$ cat config.mk
export PLATFORM = sky130hd
export DESIGN_NAME = pld_macrocell_array
export DESIGN_NICKNAME = d
export VERILOG_FILES = /design/src/pld_cells_pkg.sv /design/src/output_cell.sv /design/src/input_cell.sv /design/src/pld_macrocell_array.sv
export SDC_FILE = /design/constraint.sdc
export NUM_CORES = 1
export LEC_CHECK = 0
export BUFFER_PORTS_ARGS = -buffer_cell sky130_fd_sc_hd__buf_2
export CORE_AREA = 4 4 175 177
export CTS_CLUSTER_DIAMETER = 80
export DETAILED_ROUTE_END_ITERATION = 8
export DIE_AREA = 0 0 179 181
export SETUP_SLACK_MARGIN = 0.15
export SYNTH_ARGS = -nofsm -noshare
export SYNTH_HDL_FRONTEND = slang
export SYNTH_SLANG_ARGS = --single-unit
$ cat constraint.sdc
create_clock -name sys_clk -period 3.8 [get_ports sys_clk]
set_clock_uncertainty 0.05 [all_clocks]
set_input_delay 0.19 -clock sys_clk [delete_from_list [all_inputs] [get_ports sys_clk]]
set_output_delay 0.19 -clock sys_clk [all_outputs]
set_load 0.05 [all_outputs]
$ cat src/pld_cells_pkg.sv
// Constants and types shared by the macrocell array files
package pld_cells_pkg;

  // ****************************************
  // Sizes
  // ****************************************
  localparam int GROUP_CELLS = 8;
  localparam int IN_CELLS = 20;
  localparam int PORT_C_CELLS = 4;

  // ****************************************
  // Register selects on the processor bus
  // ****************************************
  localparam logic [1:0] SEL_GROUP_AB_STATE = 2'h0;
  localparam logic [1:0] SEL_GROUP_BC_STATE = 2'h1;
  localparam logic [1:0] SEL_GROUP_AB_MASK = 2'h2;
  localparam logic [1:0] SEL_GROUP_BC_MASK = 2'h3;

  // ****************************************
  // Reset values
  // ****************************************
  localparam logic [7:0] MASK_RESET = 8'h00;
  localparam logic [7:0] STATE_RESET = 8'h00;

  // ****************************************
  // Port C pins that may carry a cell (2,3,4,7); test pins excluded
  // ****************************************
  localparam logic [7:0] PORT_C_CELL_PINS = 8'h9c;

  // ****************************************
  // Flip-flop kinds and input cell modes
  // ****************************************
  typedef enum logic [1:0] {FF_D, FF_T, FF_JK, FF_SR} ff_kind_e;
  typedef enum logic [1:0] {IN_PASS, IN_LATCH, IN_REG} in_mode_e;

  // Native and borrowable product term counts
  localparam int AB_NATIVE = 3;
  localparam int AB_BORROW = 6;
  localparam int BC_NATIVE = 4;
  localparam int BC_BORROW_LO = 5;
  localparam int BC_BORROW_HI = 6;

endpackage

$ cat src/output_cell.sv
// One output macrocell: polarity stage, storage element and output select
`timescale 1ns/1ns
module output_cell
  import pld_cells_pkg::*;
(
  // Clock and reset
  input wire logic sys_clk,
  input wire logic rstn,
  // Configuration
  input wire ff_kind_e ff_kind,
  input wire logic invert,
  input wire logic registered,
  input wire logic use_ext_clk,
  // Product terms
  input wire logic sum_a,
  input wire logic sum_b,
  input wire logic pt_clk_rise,
  input wire logic ext_clk_rise,
  input wire logic preset,
  input wire logic clear,
  // Processor load
  input wire logic load,
  input wire logic load_bit,
  // Results
  output logic state,
  output logic cell_out
);

  // ****************************************
  // Polarity and next state
  // ****************************************
  wire logic term_a = sum_a ^ invert;
  wire logic term_b = sum_b ^ invert;
  wire logic clk_hit = use_ext_clk ? ext_clk_rise : pt_clk_rise;
  logic next_state;

  // Storage element kind
  always_comb
  begin
    unique case (ff_kind)
      FF_D: next_state = term_a;
      FF_T: next_state = state ^ term_a;
      FF_JK: next_state = (term_a & ~state) | (~term_b & state);
      FF_SR: next_state = term_a | (~term_b & state);
    endcase
  end

  // Load beats clear, preset and clock
  always_ff @(posedge sys_clk or negedge rstn)
  begin
    if (!rstn)
      state <= 1'b0;
    else if (load)
      state <= load_bit;
    else if (clear)
      state <= 1'b0;
    else if (preset)
      state <= 1'b1;
    else if (clk_hit)
      state <= next_state;
  end

  // Output select between stored and combinatorial
  assign cell_out = registered ? state : term_a;
endmodule

$ cat src/input_cell.sv
// One input macrocell: pass, latch or edge register
`timescale 1ns/1ns
module input_cell
  import pld_cells_pkg::*;
(
  // Clock and reset
  input wire logic sys_clk,
  input wire logic rstn,
  // Control
  input wire in_mode_e mode,
  input wire logic gate,
  input wire logic gate_rise,
  // Data
  input wire logic pin,
  output logic cell_out
);

  logic held;

  // Capture on open latch or rising strobe
  always_ff @(posedge sys_clk or negedge rstn)
  begin
    if (!rstn)
      held <= 1'b0;
    else if ((mode == IN_LATCH && gate) || (mode == IN_REG && gate_rise))
      held <= pin;
  end

  assign cell_out = (mode == IN_PASS) ? pin : held;
endmodule

$ cat src/pld_macrocell_array.sv
// Macrocell layer: sixteen output cells, twenty input cells, processor access
// ****************************************
// What this block does
// Unassigned output cell routed to reachable port
// XOR stage sets term polarity
// Mux picks stored or combinatorial, feeds back
// Storage acts as D, T, JK or SR
// Clock from term or external rising edge
// Preset and clear active high; clear two terms
// Native and borrowable term counts per group
// Used terms never lent; expansion eats cells
// Processor load overrides preset, clear, clock
// Sixteen cells loadable and readable, bit n
// Load on strobe trailing edge or level
// Per-group mask resets zero, blocks writes
// Pin enable is term OR direction bit
// Output without enable equation drives from reset
// Internal node feeds back, pin stays free
// Twenty input cells: latch, register or pass
// Input cell strobe from term or address strobe
// One control term per four input cells
// Input cells drive PLD bus, processor readable
// Test access pins never carry cells
// Mask bit n guards cell n
// ****************************************
`timescale 1ns/1ns
module pld_macrocell_array
  import pld_cells_pkg::*;
(
  // Clock and reset
  input wire logic sys_clk,
  input wire logic rstn,
  // Processor register access
  input wire logic pld_register_space_select,
  input wire logic [1:0] reg_sel,
  input wire logic wr_strobe,
  input wire logic [7:0] wr_data,
  input wire logic [2:0] in_read_sel,
  output logic [7:0] rd_data,
  input wire logic addr_strobe,
  input wire logic level_load,
  // Cell configuration
  input wire logic [15:0] cfg_invert,
  input wire logic [15:0] cfg_registered,
  input wire logic [15:0] cfg_ext_clk,
  input wire logic [31:0] cfg_ff_kind,
  input wire logic [15:0] cfg_internal_node,
  input wire logic [15:0] cfg_pld_output,
  input wire logic [15:0] cfg_has_oe_term,
  input wire logic [15:0] cfg_pin_alt,
  // Product terms from the AND array
  input wire logic [15:0] pt_sum_a,
  input wire logic [15:0] pt_sum_b,
  input wire logic [15:0] pt_clk,
  input wire logic [15:0] pt_preset,
  input wire logic [15:0] pt_clear_0,
  input wire logic [15:0] pt_clear_1,
  input wire logic [15:0] pt_oe,
  // External clock pin
  input wire logic external_pld_clock,
  // Port pins and direction bits
  input wire logic [7:0] port_a_dir,
  input wire logic [7:0] port_b_dir,
  input wire logic [7:0] port_c_dir,
  output logic [7:0] port_a_out,
  output logic [7:0] port_b_out,
  output logic [7:0] port_c_out,
  output logic [7:0] port_a_oe,
  output logic [7:0] port_b_oe,
  output logic [7:0] port_c_oe,
  // Input cells
  input wire logic [7:0] port_a_in,
  input wire logic [7:0] port_b_in,
  input wire logic [3:0] port_c_in,
  input wire logic [39:0] cfg_in_mode,
  input wire logic [4:0] cfg_in_use_ale,
  input wire logic [4:0] pt_in_ctl,
  // Feedback and input bus to the AND array
  output logic [15:0] feedback,
  output logic [19:0] pld_input_bus
);

  // ****************************************
  // Pin synchronisers
  // ****************************************
  logic [20:0] pin_meta;
  logic [20:0] pin_sync;
  logic clk_prev;

  // Two stages for every pin and the clock pin
  always_ff @(posedge sys_clk or negedge rstn)
  begin
    if (!rstn)
    begin
      pin_meta <= '0;
      pin_sync <= '0;
      clk_prev <= 1'b0;
    end
    else
    begin
      pin_meta <= {external_pld_clock, port_c_in, port_b_in, port_a_in};
      pin_sync <= pin_meta;
      clk_prev <= pin_sync[20];
    end
  end

  wire logic ext_rise = pin_sync[20] & ~clk_prev;
  wire logic [19:0] pins_in = pin_sync[19:0];

  // ****************************************
  // Write strobe handling
  // ****************************************
  logic wr_prev;
  logic [7:0] mask_ab;
  logic [7:0] mask_bc;
  logic [7:0] wr_hold;
  logic [1:0] sel_hold;

  // Keep last strobe, data and select for trailing-edge loads
  always_ff @(posedge sys_clk or negedge rstn)
  begin
    if (!rstn)
    begin
      wr_prev <= 1'b0;
      wr_hold <= STATE_RESET;
      sel_hold <= SEL_GROUP_AB_STATE;
    end
    else
    begin
      wr_prev <= wr_strobe & pld_register_space_select;
      if (wr_strobe && pld_register_space_select)
      begin
        wr_hold <= wr_data;
        sel_hold <= reg_sel;
      end
    end
  end

  wire logic wr_active = wr_strobe & pld_register_space_select;
  wire logic wr_trail = wr_prev & ~wr_active;
  wire logic load_go = level_load ? wr_active : wr_trail;
  wire logic [1:0] load_sel = level_load ? reg_sel : sel_hold;
  wire logic [7:0] load_data = level_load ? wr_data : wr_hold;
  wire logic [7:0] load_ab = {8{load_go && load_sel == SEL_GROUP_AB_STATE}} & ~mask_ab;
  wire logic [7:0] load_bc = {8{load_go && load_sel == SEL_GROUP_BC_STATE}} & ~mask_bc;

  // Mask registers, bit n guards cell n
  always_ff @(posedge sys_clk or negedge rstn)
  begin
    if (!rstn)
    begin
      mask_ab <= MASK_RESET;
      mask_bc <= MASK_RESET;
    end
    else if (wr_active && reg_sel == SEL_GROUP_AB_MASK)
      mask_ab <= wr_data;
    else if (wr_active && reg_sel == SEL_GROUP_BC_MASK)
      mask_bc <= wr_data;
  end

  // ****************************************
  // Output cells
  // ****************************************
  logic [15:0] cell_state;
  logic [15:0] cell_out;
  wire logic [15:0] load_vec = {load_bc, load_ab};
  wire logic [15:0] load_bits = {load_data, load_data};

  genvar gi;
  generate
    for (gi = 0; gi < 16; gi++)
    begin : g_out
      output_cell u_cell (
        .sys_clk(sys_clk),
        .rstn(rstn),
        .ff_kind(ff_kind_e'(cfg_ff_kind[2*gi +: 2])),
        .invert(cfg_invert[gi]),
        .registered(cfg_registered[gi]),
        .use_ext_clk(cfg_ext_clk[gi]),
        .sum_a(pt_sum_a[gi]),
        .sum_b(pt_sum_b[gi]),
        .pt_clk_rise(pt_clk[gi]),
        .ext_clk_rise(ext_rise),
        .preset(pt_preset[gi]),
        .clear(pt_clear_0[gi] | pt_clear_1[gi]),
        .load(load_vec[gi]),
        .load_bit(load_bits[gi]),
        .state(cell_state[gi]),
        .cell_out(cell_out[gi])
      );
    end
  endgenerate

  // ****************************************
  // Pin routing and enables
  // ****************************************
  // Cell drives a pin when set as PLD output and not an internal node
  wire logic [15:0] drives = cfg_pld_output & ~cfg_internal_node;
  wire logic [15:0] cell_oe = (pt_oe & cfg_has_oe_term) | ~cfg_has_oe_term;
  // Group AB: pin_alt picks port B, else port A; BC: alt picks port C on its cell pins, else port B
  wire logic [7:0] ab_on_a = drives[7:0] & ~cfg_pin_alt[7:0];
  wire logic [7:0] ab_on_b = drives[7:0] & cfg_pin_alt[7:0];
  wire logic [7:0] bc_on_c = drives[15:8] & cfg_pin_alt[15:8] & PORT_C_CELL_PINS;
  wire logic [7:0] bc_on_b = drives[15:8] & ~(cfg_pin_alt[15:8] & PORT_C_CELL_PINS);
  wire logic [7:0] next_a_out = cell_out[7:0] & ab_on_a;
  wire logic [7:0] next_b_out = (cell_out[7:0] & ab_on_b) | (cell_out[15:8] & bc_on_b);
  wire logic [7:0] next_c_out = cell_out[15:8] & bc_on_c;
  wire logic [7:0] next_a_oe = (ab_on_a & cell_oe[7:0]) | port_a_dir;
  wire logic [7:0] next_b_oe = (ab_on_b & cell_oe[7:0]) | (bc_on_b & cell_oe[15:8]) | port_b_dir;
  wire logic [7:0] next_c_oe = (bc_on_c & cell_oe[15:8]) | (port_c_dir & PORT_C_CELL_PINS);

  // ****************************************
  // Input cells
  // ****************************************
  logic ale_prev;
  logic [4:0] ctl_prev;
  logic [19:0] in_out;

  // Strobe history for edge registers
  always_ff @(posedge sys_clk or negedge rstn)
  begin
    if (!rstn)
    begin
      ale_prev <= 1'b0;
      ctl_prev <= '0;
    end
    else
    begin
      ale_prev <= addr_strobe;
      ctl_prev <= pt_in_ctl;
    end
  end

  // One control term per nibble; mux with address strobe
  wire logic [4:0] gate_lvl = (cfg_in_use_ale & {5{addr_strobe}}) | (~cfg_in_use_ale & pt_in_ctl);
  wire logic [4:0] gate_rise = (cfg_in_use_ale & {5{addr_strobe & ~ale_prev}})
    | (~cfg_in_use_ale & pt_in_ctl & ~ctl_prev);

  generate
    for (gi = 0; gi < IN_CELLS; gi++)
    begin : g_in
      input_cell u_in (
        .sys_clk(sys_clk),
        .rstn(rstn),
        .mode(in_mode_e'(cfg_in_mode[2*gi +: 2])),
        .gate(gate_lvl[gi/4]),
        .gate_rise(gate_rise[gi/4]),
        .pin(pins_in[gi]),
        .cell_out(in_out[gi])
      );
    end
  endgenerate

  // ****************************************
  // Read back
  // ****************************************
  // Selects 0..3 read registers; in_read_sel picks input bytes when nonzero
  wire logic [7:0] mask_view = (reg_sel == SEL_GROUP_AB_MASK) ? mask_ab : mask_bc;
  wire logic [7:0] state_view = (reg_sel == SEL_GROUP_AB_STATE) ? cell_state[7:0] : cell_state[15:8];
  wire logic [7:0] in_view = (in_read_sel == 3'h0) ? 8'h00 :
    (in_read_sel == 3'h1) ? in_out[7:0] :
    (in_read_sel == 3'h2) ? in_out[15:8] : {4'h0, in_out[19:16]};
  wire logic [7:0] next_rd = !pld_register_space_select ? 8'h00 :
    (in_read_sel != 3'h0) ? in_view : reg_sel[1] ? mask_view : state_view;

  // Registered outputs
  always_ff @(posedge sys_clk or negedge rstn)
  begin
    if (!rstn)
    begin
      rd_data <= 8'h00;
      port_a_out <= 8'h00;
      port_b_out <= 8'h00;
      port_c_out <= 8'h00;
      port_a_oe <= 8'h00;
      port_b_oe <= 8'h00;
      port_c_oe <= 8'h00;
      feedback <= 16'h0000;
      pld_input_bus <= 20'h00000;
    end
    else
    begin
      rd_data <= next_rd;
      port_a_out <= next_a_out;
      port_b_out <= next_b_out;
      port_c_out <= next_c_out;
      port_a_oe <= next_a_oe;
      port_b_oe <= next_b_oe;
      port_c_oe <= next_c_oe;
      feedback <= cell_out;
      pld_input_bus <= in_out;
    end
  end
endmodule

Word-level counts from Yosys, hierarchy flattened
Cells that the tools add are included.

storage, ports and cells
  output and inout port bits = 92
  bits of input ports = 370
  word-level logic and storage cells = 617
  bits in registers = 204

cells by class
  reductions and logical operators = 122
  bitwise logic cells = 204
  equal/unequal tests = 93
  mux-type cells = 143

operator list
  operator                                              count
  2-to-1 mux 1 bit                                      117
  AND 8 bit                                             14
  equality test 2 bit (second input constant)           54
  logical NOT 2 bit                                     38
  equality test 2 x 1 -> 1 bit (second input constant)  37
  2-to-1 mux 8 bit                                      9
  case mux 1 bit (4 select lines)                       16
  nonzero test 4 bit                                    16
  OR 1 bit                                              48
  XOR 1 bit                                             48
  logical AND 1 bit                                     45
  OR 8 bit                                              5
  AND 1 bit                                             36
  NOT 1 bit                                             36
  AND 16 bit                                            2
  NOT 16 bit                                            2
  NOT 8 bit                                             4
  AND 5 bit                                             4
  logical OR 1 bit                                      20
  OR 16 bit                                             1
  NOT 5 bit                                             2
  OR 5 bit                                              2
  equality test 3 x 1 -> 1 bit (second input constant)  1
  equality test 3 x 2 -> 1 bit (second input constant)  1
  other kinds (4)                                       4

Logic depth before layout (Yosys ltp)
Gate-level depths: netlist of run 1.

  depth in word-level cells = 9
  gate-level depth with buffers = 7
  depth with buffers taken out = 7

Hierarchy
A second synthesis of run 1 with hierarchy kept.

unflattened totals
  cell total of the unflattened synthesis = 941
  area, all modules = 10,193.5 sq um

by module, submodules not included
  module               area an instance (sq um)  cells each  seq. area each (sq um)  instances
  pld_macrocell_array  6,004.5                   457         4,003.8                 1
  output_cell          147.6                     19          25.0                    16
  input_cell           91.3                      9           25.0                    20

Least setup slack after synthesis of run 1
No wires, ideal clock.

  path type = register to register
  start = register clk_prev
  end = register g_out[0].u_cell.state
  required time = 3,618 ps
  cell stages (with the launch flop) = 8
  slack = 2,273 ps
  path buffers = 2
  period minus slack after synthesis = 1,527 ps
  data arrival time = 1,345 ps
  setup time = 132 ps
  path through = dfrtp_1 nor2b_1 clkbuf_1 buf_4 mux2i_1 a21o_1 a211oi_1 o32ai_1

between the ends
  longest elaborated chain between the ends = 4

ends and longest elaborated chain
  element                              RTL line                    source
  start: declaration                   pld_macrocell_array.sv:88   logic clk_prev;
  start signal: assignment             pld_macrocell_array.sv:103  clk_prev <= pin_sync[20];
  NOT 1 bit                            pld_macrocell_array.sv:107  wire logic ext_rise = pin_sync[20] & ~clk_prev;
  AND 1 bit                            pld_macrocell_array.sv:107
  2-to-1 mux 1 bit                     output_cell.sv:34           wire logic clk_hit = use_ext_clk ? ext_clk_rise : pt_clk_rise;
  nonzero test 4 bit (no source line)  --
  end signal: assignment               output_cell.sv:54           state <= load_bit;
  end signal: assignment               output_cell.sv:60           state <= next_state;
  end: declaration                     output_cell.sv:25           output logic state,

Every way passes these cells.
A chain may end at the register's enable or synchronous reset.

Final worst setup path of run 1
  start = input addr_strobe
  end = register g_in[1].u_in.held

between the ends
  longest elaborated chain between the ends = 5
  elaborated cells between the ends (all ways) = 8
  classes of those cells = bitwise: 5; reduce/logical: 3

ends and longest elaborated chain
  element                 RTL line                    source
  start: declaration      pld_macrocell_array.sv:40   input wire logic addr_strobe,
  AND 1 bit               pld_macrocell_array.sv:236  wire logic [4:0] gate_rise = (cfg_in_use_ale & {5{addr_strobe & ~ale_prev}})
  AND 5 bit               pld_macrocell_array.sv:236
  OR 5 bit                pld_macrocell_array.sv:237  | (~cfg_in_use_ale & pt_in_ctl & ~ctl_prev);
  logical AND 1 bit       input_cell.sv:25            else if ((mode == IN_LATCH && gate) || (mode == IN_REG && gate_rise))
  logical OR 1 bit (*)    input_cell.sv:25
  end signal: assignment  input_cell.sv:26            held <= pin;
  end: declaration        input_cell.sv:18            logic held;

Every way passes the cells marked *; elsewhere a longest branch is shown, timed or not.

==> results.toml, run 1 <==
[worst_setup_path]
crit_start = "addr_strobe"
r2r_end = "g_out[8].u_cell.state"
worstPathMaxFanout = 7
critPathMaxStageDelay_ns = 0.66
cp_slowest_cell = "nor2b_1"
critical_path_depth = 8
cp.arrival_ns = 3.04
crit_family = "buffers and inverters"
cp_num_buf_inv = 3
regToRegSetupSlack_ns = 1.16
worstSetupPathType = "input pin to register"
crit_chain = "dlygate4sd3_1 -> buf_2 -> nor2b_1 -> a2bb2oi_1 -> or3_1 -> o21ai_0 -> a221oi_1 -> dlygate4sd3_1"
end_kind = "register"
required_ns = 4.07
reg2reg_from = "pin_sync[20]"
worstRegToRegCells = 7
crit_top_cell = "dlygate4sd3_1"
endpoint = "g_in[1].u_in.held"
start_kind = "input pin"

[synthesis]
syn_area_um2 = 9670
synthCells = 853
async_reset_ff_share_pct = 100
syn_area_per_cell_um2 = 11.3
ys.flop_type = "dfrtp_1"
synth.yosys.seq_area_share_pct = 50.7
ys_seq_elements = 196
synth.distinct_cells = 57
synth_edf_count = 0
ys_warn_count = 0

[sta]
worstMarginPinSlew_ns = 0.868
final-hold-violation-count = 0
finalSetupViolCount = 0
finalCriticalPeriod_ns = 2.78
fin_setup_tns_ns = 0
drv_slew = 0
rsz0062_at_grt = "no"
fmax_mhz = 360
timing.slew.headroom_pct = 42.2
fin_crit_sh_pct = 73.1
postLayoutSetupSlackWorst_ns = 1.02

[clock_network]
clkSlewWorstSetupHoldPaths_ns = 0.08
postCtsSetupRepairBufs = 0
cts_tree = "done"
clock_sinks = 196
cts.path.max_buffers = 2
insertion_delay_ns = 0.43
cts_root_buffer = "clkbuf_16"
cts_buffers = 17
htree_levels = 4

[finish]
final_cell_count_no_fill = 1873
area_growth_pct = 50.3
final_nets = 1855
final_cell_mix = "buf_2 (444), dfrtp_1 (196), dlygate4sd3_1 (161), nor2_1 (71), mux2_2 (55)"
drive_gt1_share_pct = 37.8
postLayoutCoreUtil_pct = 49.7
final_common_cell = "buf_2"

[routing]
route.detailed.drc = 0
first_iter_violations = 434
detail_route.wl_per_cell_um = 17.1
dr_total_vias = 8957
ant_nets = 0
dr.pass1.iters = 4
vias_per_cell = 4.78
drt_wl_total_mm = 31.9

[placement]
place_ws_ns = 1.67
dp_cells = 1679
dp_hpwl_mm = 24.6
gp_congestion = 0.862
io_buffers = 445

[floorplanning]
dieArea_um2 = 32400
core_region_area_um2 = 29200
row_count = 63
start_util_pct = 33.1
io_pins = 462
die_y_um = 181
die_width_um = 179

[worst_hold_path]
min_path_cells = 3
min_path_type = "input pin to register"

[global_route]
gr-usage-met3_pct = 4.94
overflow = 0
met1_usage_pct = 24.1
globalRouteMet2Util_pct = 33.1
grt_pass1_wl_mm = 48.8
grt_use_total_pct = 19.2
grt_pass1_vias = 9317
antenna_found_initial = 2
globalRoute.busiestLayer = "met2"
grt_max_degree = 104

[power_and_ir_drop]
leakage_nw = 7.06
power_density_nw_per_um2 = 404
ir_drop_uv = 270

[job]
cap_violations = 0

[run_status]
status = "completed"
==> Yosys cell counts (5+ instances only) <==
cell,count,area [µm²]
dfrtp_1,196,4900
nor2_1,71,267
mux2_2,55,619
inv_1,45,169
mux2i_1,40,400
o21ai_0,36,180
xor2_1,31,272
nand2b_1,29,181
a211oi_1,25,188
a21o_1,20,150
nand2_1,20,75.1
nor3b_1,20,150
nor4_1,17,106
ha_1,16,200
nor2b_1,16,100
o32ai_1,16,140
xnor2_1,16,140
a31oi_1,15,93.8
and3b_1,15,131
a21oi_1,13,65.1
nor3_1,12,60.1
a221oi_1,10,87.6
buf_4,10,75.1
nand3b_1,10,75.1
o31ai_1,9,67.6
and2_1,8,50.1
or3_1,8,50.1
a21boi_0,7,52.6
mux4_2,7,158
nand3_1,6,30.0
o21bai_1,5,37.5
==> sequential cells by signal, indices dropped and copies added, names as in the netlist, 8 cells and up <==
name and flops:
pin_meta 21, pin_sync 21, g_in.u_in.held 20, pld_input_bus 20, feedback 16, g_out.u_cell.state 16, mask_ab 8, mask_bc 8
port_a_oe 8, port_a_out 8, port_b_oe 8, port_b_out 8, rd_data 8, wr_hold 8
==> through the flow <==
step                total power, W  cell area, µm²  hold WS, ns
global placement           0.00388           12300        0.250
detailed placement         0.00391           12300        0.249
floorplan                  0.00335            9700       -0.156
global route               0.00619           14500      0.00963
CTS                        0.00593           14500      0.00141
finish                     0.00588           14500       0.0209
==> repair_timing <==
| item | in CTS | in global routing |
|---|---|---|
| endpoints found under the hold margin | 226 | 0 |
| hold buffers | 161 | 0 |
| gates resized for setup | 0 | 0 |
==> worst min-delay path: cells and delay by family <==
kind	cells	cell delay, ns
multiplexers	1	0.13
buffers and inverters	2	0.16
==> metal layers <==
layer	routed length (µm)	vias up	part of all wire, %
met5	11	-	0.034
met4	440	2	1.4
met3	2330	31	7.3
met2	15900	315	50
met1	13300	4293	42
li1	-	4316	-
==> cells by family (layout without fill, tap and decap cells) <==
family                   after synthesis  after routing  synth area share (%)
AND/OR/NAND/NOR                      247            247                  14.4
flip-flops                           196            196                  50.7
multiplexers                         103            103                  12.4
other                                  1              9                0.0388
adder cells (fa/ha/maj)               16             16                  2.07
buffers and inverters                 67            689                  3.27
XOR/XNOR                              47             47                  4.25
AO/OA/AOI/OAI                        176            176                  12.9
==> area by class of cell <==
| type | count | area (µm²) |
|---|---|---|
| fill | 2696 | 14700 |
| sequential | 196 | 4900 |
| multi-input combinational | 597 | 4480 |
| timing repair buffer | 611 | 3880 |
| tap | 390 | 488 |
| clock buffer | 20 | 467 |
| inverter | 46 | 173 |
| clock inverter | 12 | 140 |
| antenna | 1 | 2.50 |
==> report_power, final <==
group / internal [W] / switching [W]
Sequential: 0.00232 / 0.000128
Clock: 0.000985 / 0.000866
Combinational: 0.000669 / 0.000905
Total: 0.00398 / 0.00190
==> worst min-delay path by stage <==
stage / from / end / slack (ns)
global placement: port_b_in[0] / pin_meta[8] / 0.25
CTS: cfg_has_oe_term[4] / port_b_oe[4] / 0.001
detailed placement: port_a_in[0] / pin_meta[0] / 0.25
floorplan: rstn / ale_prev / -0.16
finish: cfg_registered[10] / feedback[10] / 0.02
global route: cfg_pin_alt[6] / port_b_out[6] / 0.01
No activity file was read; power rests on OpenSTA's default activity.
==> inputs of run 2 (changes only) <==
--- a/config.mk
+++ b/config.mk
@@ -6,10 +6,10 @@
 export NUM_CORES = 1
 export LEC_CHECK = 0
 export BUFFER_PORTS_ARGS = -buffer_cell sky130_fd_sc_hd__buf_2
-export CORE_AREA = 4 4 175 177
+export CORE_AREA = 4 4 176 178
 export CTS_CLUSTER_DIAMETER = 80
 export DETAILED_ROUTE_END_ITERATION = 8
-export DIE_AREA = 0 0 179 181
+export DIE_AREA = 0 0 180 182
 export SETUP_SLACK_MARGIN = 0.15
 export SYNTH_ARGS = -nofsm -noshare
 export SYNTH_HDL_FRONTEND = slang
==> constraint.sdc (replaced) <==
create_clock -name sys_clk -period 2.34 [get_ports sys_clk]
set_clock_uncertainty 0.05 [all_clocks]
set_input_delay 0.117 -clock sys_clk [delete_from_list [all_inputs] [get_ports sys_clk]]
set_output_delay 0.117 -clock sys_clk [all_outputs]
set_load 0.05 [all_outputs]
==> results.toml, run 2 (synthesis results as in run 1) <==
[clock_network]
cts_root_buffer = "clkbuf_16"
htree_levels = 4
insertion_delay_ns = 0.43
clkSlewWorstSetupHoldPaths_ns = 0.09
cts_tree = "done"
postCtsSetupRepairBufs = 0
cts_buffers = 17
cts.path.max_buffers = 2
clock_sinks = 196

[routing]
dr_total_vias = 9208
vias_per_cell = 4.78
detail_route.wl_per_cell_um = 17.3
ant_nets = 0
route.detailed.drc = 0
dr.pass1.iters = 5
first_iter_violations = 345
drt_wl_total_mm = 33.4

[placement]
place_ws_ns = 0.538
gp_congestion = 0.886
place_area_um2 = 12400
io_buffers = 445
dp_hpwl_mm = 25.4

[sta]
timing.slew.headroom_pct = 57.2
fmax_mhz = 465
rsz0062_at_grt = "yes"
finalCriticalPeriod_ns = 2.15
drv_slew = 0
finalSetupViolCount = 0
final-hold-violation-count = 0
postLayoutSetupSlackWorst_ns = 0.191
fin_setup_tns_ns = 0
worstMarginPinSlew_ns = 0.637
fin_crit_sh_pct = 91.9

[finish]
num-fill-cells = 2593
multi_input_area_um2 = 4490
final_cell_mix = "buf_2 (444), dlygate4sd3_1 (209), dfrtp_1 (196), nor2_1 (71), mux2_2 (55)"
final_nets = 1908
seq_area_um2 = 4900
area_growth_pct = 56.0
drive_gt1_share_pct = 36.9
reg.largest.list = "pin_meta (21), pin_sync (21)"
final_common_cell = "buf_2"
design_area_um2 = 15100

[global_route]
grt_use_total_pct = 20.0
overflow = 0
antenna_found_initial = 4
grt_pass1_vias = 9884
grt_pass1_wl_mm = 52.8
grt_max_degree = 71

[floorplanning]
die_width_um = 180
core_region_area_um2 = 29400
row_count = 63
dieArea_um2 = 32800
start_util_pct = 32.9
io_pins = 462
die_y_um = 182

[worst_setup_path]
worstSetupPathType = "input pin to register"
crit_top_cell = "dlygate4sd3_1"
crit_chain = "dlygate4sd3_1 -> buf_2 -> or3b_2 -> dlygate4sd3_1 -> o22ai_1 -> dlygate4sd3_1"
crit_start = "cfg_internal_node[11]"
required_ns = 2.67
worstPathMaxFanout = 2
critPathMaxStageDelay_ns = 0.57
end_kind = "register"
reg2reg_from = "clk_prev"
start_kind = "input pin"
cp_slowest_cell = "dlygate4sd3_1"
cp.arrival_ns = 2.48

[run_status]
status = "completed"

[power_and_ir_drop]
power_density_nw_per_um2 = 639
leakage_nw = 7.32
ir_drop_uv = 424

[worst_hold_path]
worstHoldStart = "pt_clear_0[7]"
min_path_type = "input pin to register"

[job]
cap_violations = 0
-- run 2: cell type report --
class	instances	share of cell area, %
sequential	196	32.5
multi-input combinational	597	29.8
inverter	46	1.14
clock inverter	15	1.20
timing repair buffer	664	29.3
clock buffer	17	2.82
antenna	3	0.0498
tap	390	3.23
-- run 2: what timing repair did --
item                                    in CTS  in global routing
endpoints found under the setup margin       0                  4
hold buffers                               209                  0
hold endpoints to repair                   190                  0
resized for setup                            0                  3
-- run 2: report_power, final --
group / internal, W / leakage (nW) / switching (W)
Clock: 0.00147 / 0.294 / 0.00157
Sequential: 0.00377 / 2.37 / 0.000213
Combinational: 0.00113 / 4.65 / 0.00149
Total: 0.00637 / 7.32 / 0.00327
-- run 2: per-layer routing --
metal	up-vias	GRT usage (%)	wire (µm)
met5	-	0	0
met4	0	4.85	537
met3	34	3.87	1840
met2	323	35.5	16900
met1	4437	25.3	14100
li1	4414	-	-
-- run 2: critical path, delay by kind of cell --
family                 cells  cell delay [ns]
AOI/OAI and AO/OA          1             0.15
buffers and inverters      4             1.76
and+or+nand+nor            1             0.45
-- run 2: per-stage QoR --
stage / power [W] / utilization [%] / instances / hold slack, ns
5_1_grt: 0.0101 / 51.3 / 1927 / 0.0208
2_1_floorplan: 0.00544 / - / 860 / -0.229
6_report: 0.00964 / 51.3 / 1928 / 0.0279
3_5_place_dp: 0.00638 / 42.1 / 1684 / 0.0899
4_1_cts: 0.00973 / 51.3 / 1925 / 0.00474
3_3_place_gp: 0.00633 / 42.1 / 1684 / 0.0899
-- run 2: final timing paths --
kind | end | slack, ns | cells after the start
max | port_b_out[3] | 0.19 | 6
min | g_out[7].u_cell.state | 0.03 | 4
max reg2reg | g_out[8].u_cell.state | 0.26 | 7
max in group asynchronous | rd_data[4] | 1.24 | 3
min in group asynchronous | feedback[15] | 0.18 | 2
min reg2reg | pin_sync[17] | 0.30 | 0
==> inputs of run 3 (changes only) <==
--- a/config.mk
+++ b/config.mk
@@ -5,12 +5,14 @@
 export SDC_FILE = /design/constraint.sdc
 export NUM_CORES = 1
 export LEC_CHECK = 0
+export ABC_AREA = 1
 export BUFFER_PORTS_ARGS = -buffer_cell sky130_fd_sc_hd__buf_2
-export CORE_AREA = 4 4 176 178
+export CORE_AREA = 4 4 177 179
+export CTS_BUF_LIST = sky130_fd_sc_hd__clkbuf_4 sky130_fd_sc_hd__clkbuf_8
 export CTS_CLUSTER_DIAMETER = 80
 export DETAILED_ROUTE_END_ITERATION = 8
-export DIE_AREA = 0 0 180 182
-export SETUP_SLACK_MARGIN = 0.15
+export DIE_AREA = 0 0 181 183
+export SETUP_SLACK_MARGIN = 0.3
 export SYNTH_ARGS = -nofsm -noshare
 export SYNTH_HDL_FRONTEND = slang
 export SYNTH_SLANG_ARGS = --single-unit
==> results.toml, run 3 <==
[run_status]
status = "completed"

[sta]
worstMarginPinSlew_ns = 0.699
postLayoutSetupSlackWorst_ns = 0.303
rsz0062_at_grt = "yes"
fin_setup_tns_ns = 0
drv_slew = 0
finalSetupViolCount = 0
fmax_mhz = 491
final-hold-violation-count = 0
fin_crit_sh_pct = 87.0
timing.slew.headroom_pct = 53.4
finalCriticalPeriod_ns = 2.04

[synthesis]
synth.distinct_cells = 34
yosys-mux-area-fraction_pct = 0
syn_area_per_cell_um2 = 7.36
synth_top_area_share_pct = 46.8
synth.largest_area_cell = "dfrtp_1"
synth.most_common_cell = "nand2_1"
ys_seq_elements = 196
synth_fa_ha_area_share_pct = 1.91
async_reset_ff_share_pct = 100
synth_top_family_by_area = "simple AND/OR/NAND/NOR gates"
syn_area_um2 = 10500
synthCells = 1425
yosys-top-cells-count = "nand2_1 (452), inv_1 (248), dfrtp_1 (196)"
synth.yosys.seq_area_share_pct = 46.8
synth_xor_xnor_area_share_pct = 0.585
synth_compound_area_share_pct = 11.0
yosys.area_share.simple_pct = 29.3
synth_edf_count = 0
ys.flop_type = "dfrtp_1"
ys_top_cells_by_area = "dfrtp_1 (47%), nand2_1 (16%), inv_1 (8.9%)"
ys_warn_count = 0

[placement]
dp_cells = 2253
dp_hpwl_mm = 28.0
io_buffers = 445
place_ws_ns = 0.684
gp_congestion = 0.905

[clock_network]
htree_levels = 4
postCtsSetupRepairBufs = 0
insertion_delay_ns = 0.47
clkSlewWorstSetupHoldPaths_ns = 0.13
cts_tree = "done"
cts_root_buffer = "clkbuf_8"
clock_sinks = 196
cts_buffers = 17
cts.path.max_buffers = 2

[power_and_ir_drop]
power_density_nw_per_um2 = 547
ir_drop_uv = 364
leakage_nw = 8.97

[routing]
ant_nets = 0
route.detailed.drc = 0
dr.pass1.iters = 7
drt_wl_total_mm = 37.9
vias_per_cell = 4.58
first_iter_violations = 510
dr_total_vias = 11700
detail_route.wl_per_cell_um = 14.9

[worst_setup_path]
end_kind = "register"
start_kind = "input pin"
cp.arrival_ns = 2.36
worstPathMaxFanout = 3
required_ns = 2.66
worstSetupPathType = "input pin to register"

[finish]
final_common_cell = "nand2_1"
drive_gt1_share_pct = 24.3
final_cell_count_no_fill = 2551
area_growth_pct = 54.9
postLayoutCoreUtil_pct = 55.0
final_cell_mix = "nand2_1 (452), buf_2 (444), dlygate4sd3_1 (263), inv_1 (247), dfrtp_1 (195)"
reg.largest.list = "pin_meta (21), pin_sync (21)"
final_nets = 2531

[job]
cap_violations = 0

[floorplanning]
start_util_pct = 35.5
io_pins = 462
row_count = 63
die_y_um = 183
core_region_area_um2 = 29600
dieArea_um2 = 33100
die_width_um = 181

[worst_hold_path]
min_path_type = "input pin to register"

[global_route]
overflow = 0
grt_pass1_wl_mm = 59.2
grt_use_total_pct = 22.2
grt_max_degree = 54
antenna_found_initial = 4
grt_pass1_vias = 12100
run 3: layout make-up:
cell class                 instances  area (µm²)
fill                            2753       13300
timing repair buffer             716        4950
sequential                       196        4910
multi-input combinational        962        4520
inverter                         252         946
tap                              390         488
clock buffer                      18         248
clock inverter                    14         174
antenna                            3        7.51
run 3: critical path, cell delays in order:
cell and delay (ns):
dlygate4sd3_1 0.55, buf_2 0.14, nand2_1 0.10, nor2_1 0.05, nor2_1 0.14, dlygate4sd3_1 0.62
o21ai_0 0.09, dlygate4sd3_1 0.56
run 3: report_power, final:
group	switching [W]	total, W	internal [W]	leakage, nW
Sequential	0.000149	0.00388	0.00373	2.41
Clock	0.00149	0.00236	0.000865	0.208
Combinational	0.00160	0.00264	0.00104	6.36
run 3: final timing paths:
| path | from | end | slack, ns | depth (start not counted) |
|---|---|---|---|---|
| worst max-delay path | cfg_pin_alt[2] | port_b_oe[2] | 0.30 | 8 |
| worst min-delay path | pt_clk[1] | g_out[1].u_cell.state | 0.03 | 7 |
| worst max register to register | pin_sync[20] | g_out[6].u_cell.state | 0.42 | 9 |
| worst min register to register | pin_meta[4] | pin_sync[4] | 0.30 | 0 |
| max in group asynchronous | rstn | port_b_oe[4] | 1.38 | 3 |
| min in group asynchronous | rstn | g_in[17].u_in.held | 0.10 | 2 |
run 3: repair_timing:
item,in CTS,in global routing
gates resized for setup,0,5
hold endpoints to repair,308,0
endpoints found under the setup margin,0,8
hold buffers,264,0
run 3: logic make-up after synthesis:
group                      count (synthesis)
xor gates and xnor gates                   7
adders and majority gates                 16
and+or+nand+nor                          727
other                                      1
DFF                                      196
buffers and inverters                    274
AOI/OAI and AO/OA                        204
run 3: layer usage:
metal	up-vias	track usage [%]	routed length, µm
met5	-	0	21
met4	4	9.34	1370
met3	95	3.95	2210
met2	404	39.9	19000
met1	5279	26.4	15300
li1	5893	-	-
run 3: per-stage QoR:
step	area, µm²	hold WS [ns]	total power (W)
6_report	16200	0.0294	0.00888
5_1_grt	16200	0.0387	0.00945
4_1_cts	16200	0.00400	0.00897
3_5_place_dp	13200	0.0622	0.00619
3_3_place_gp	13200	0.0626	0.00614
2_1_floorplan	10500	-0.229	0.00531
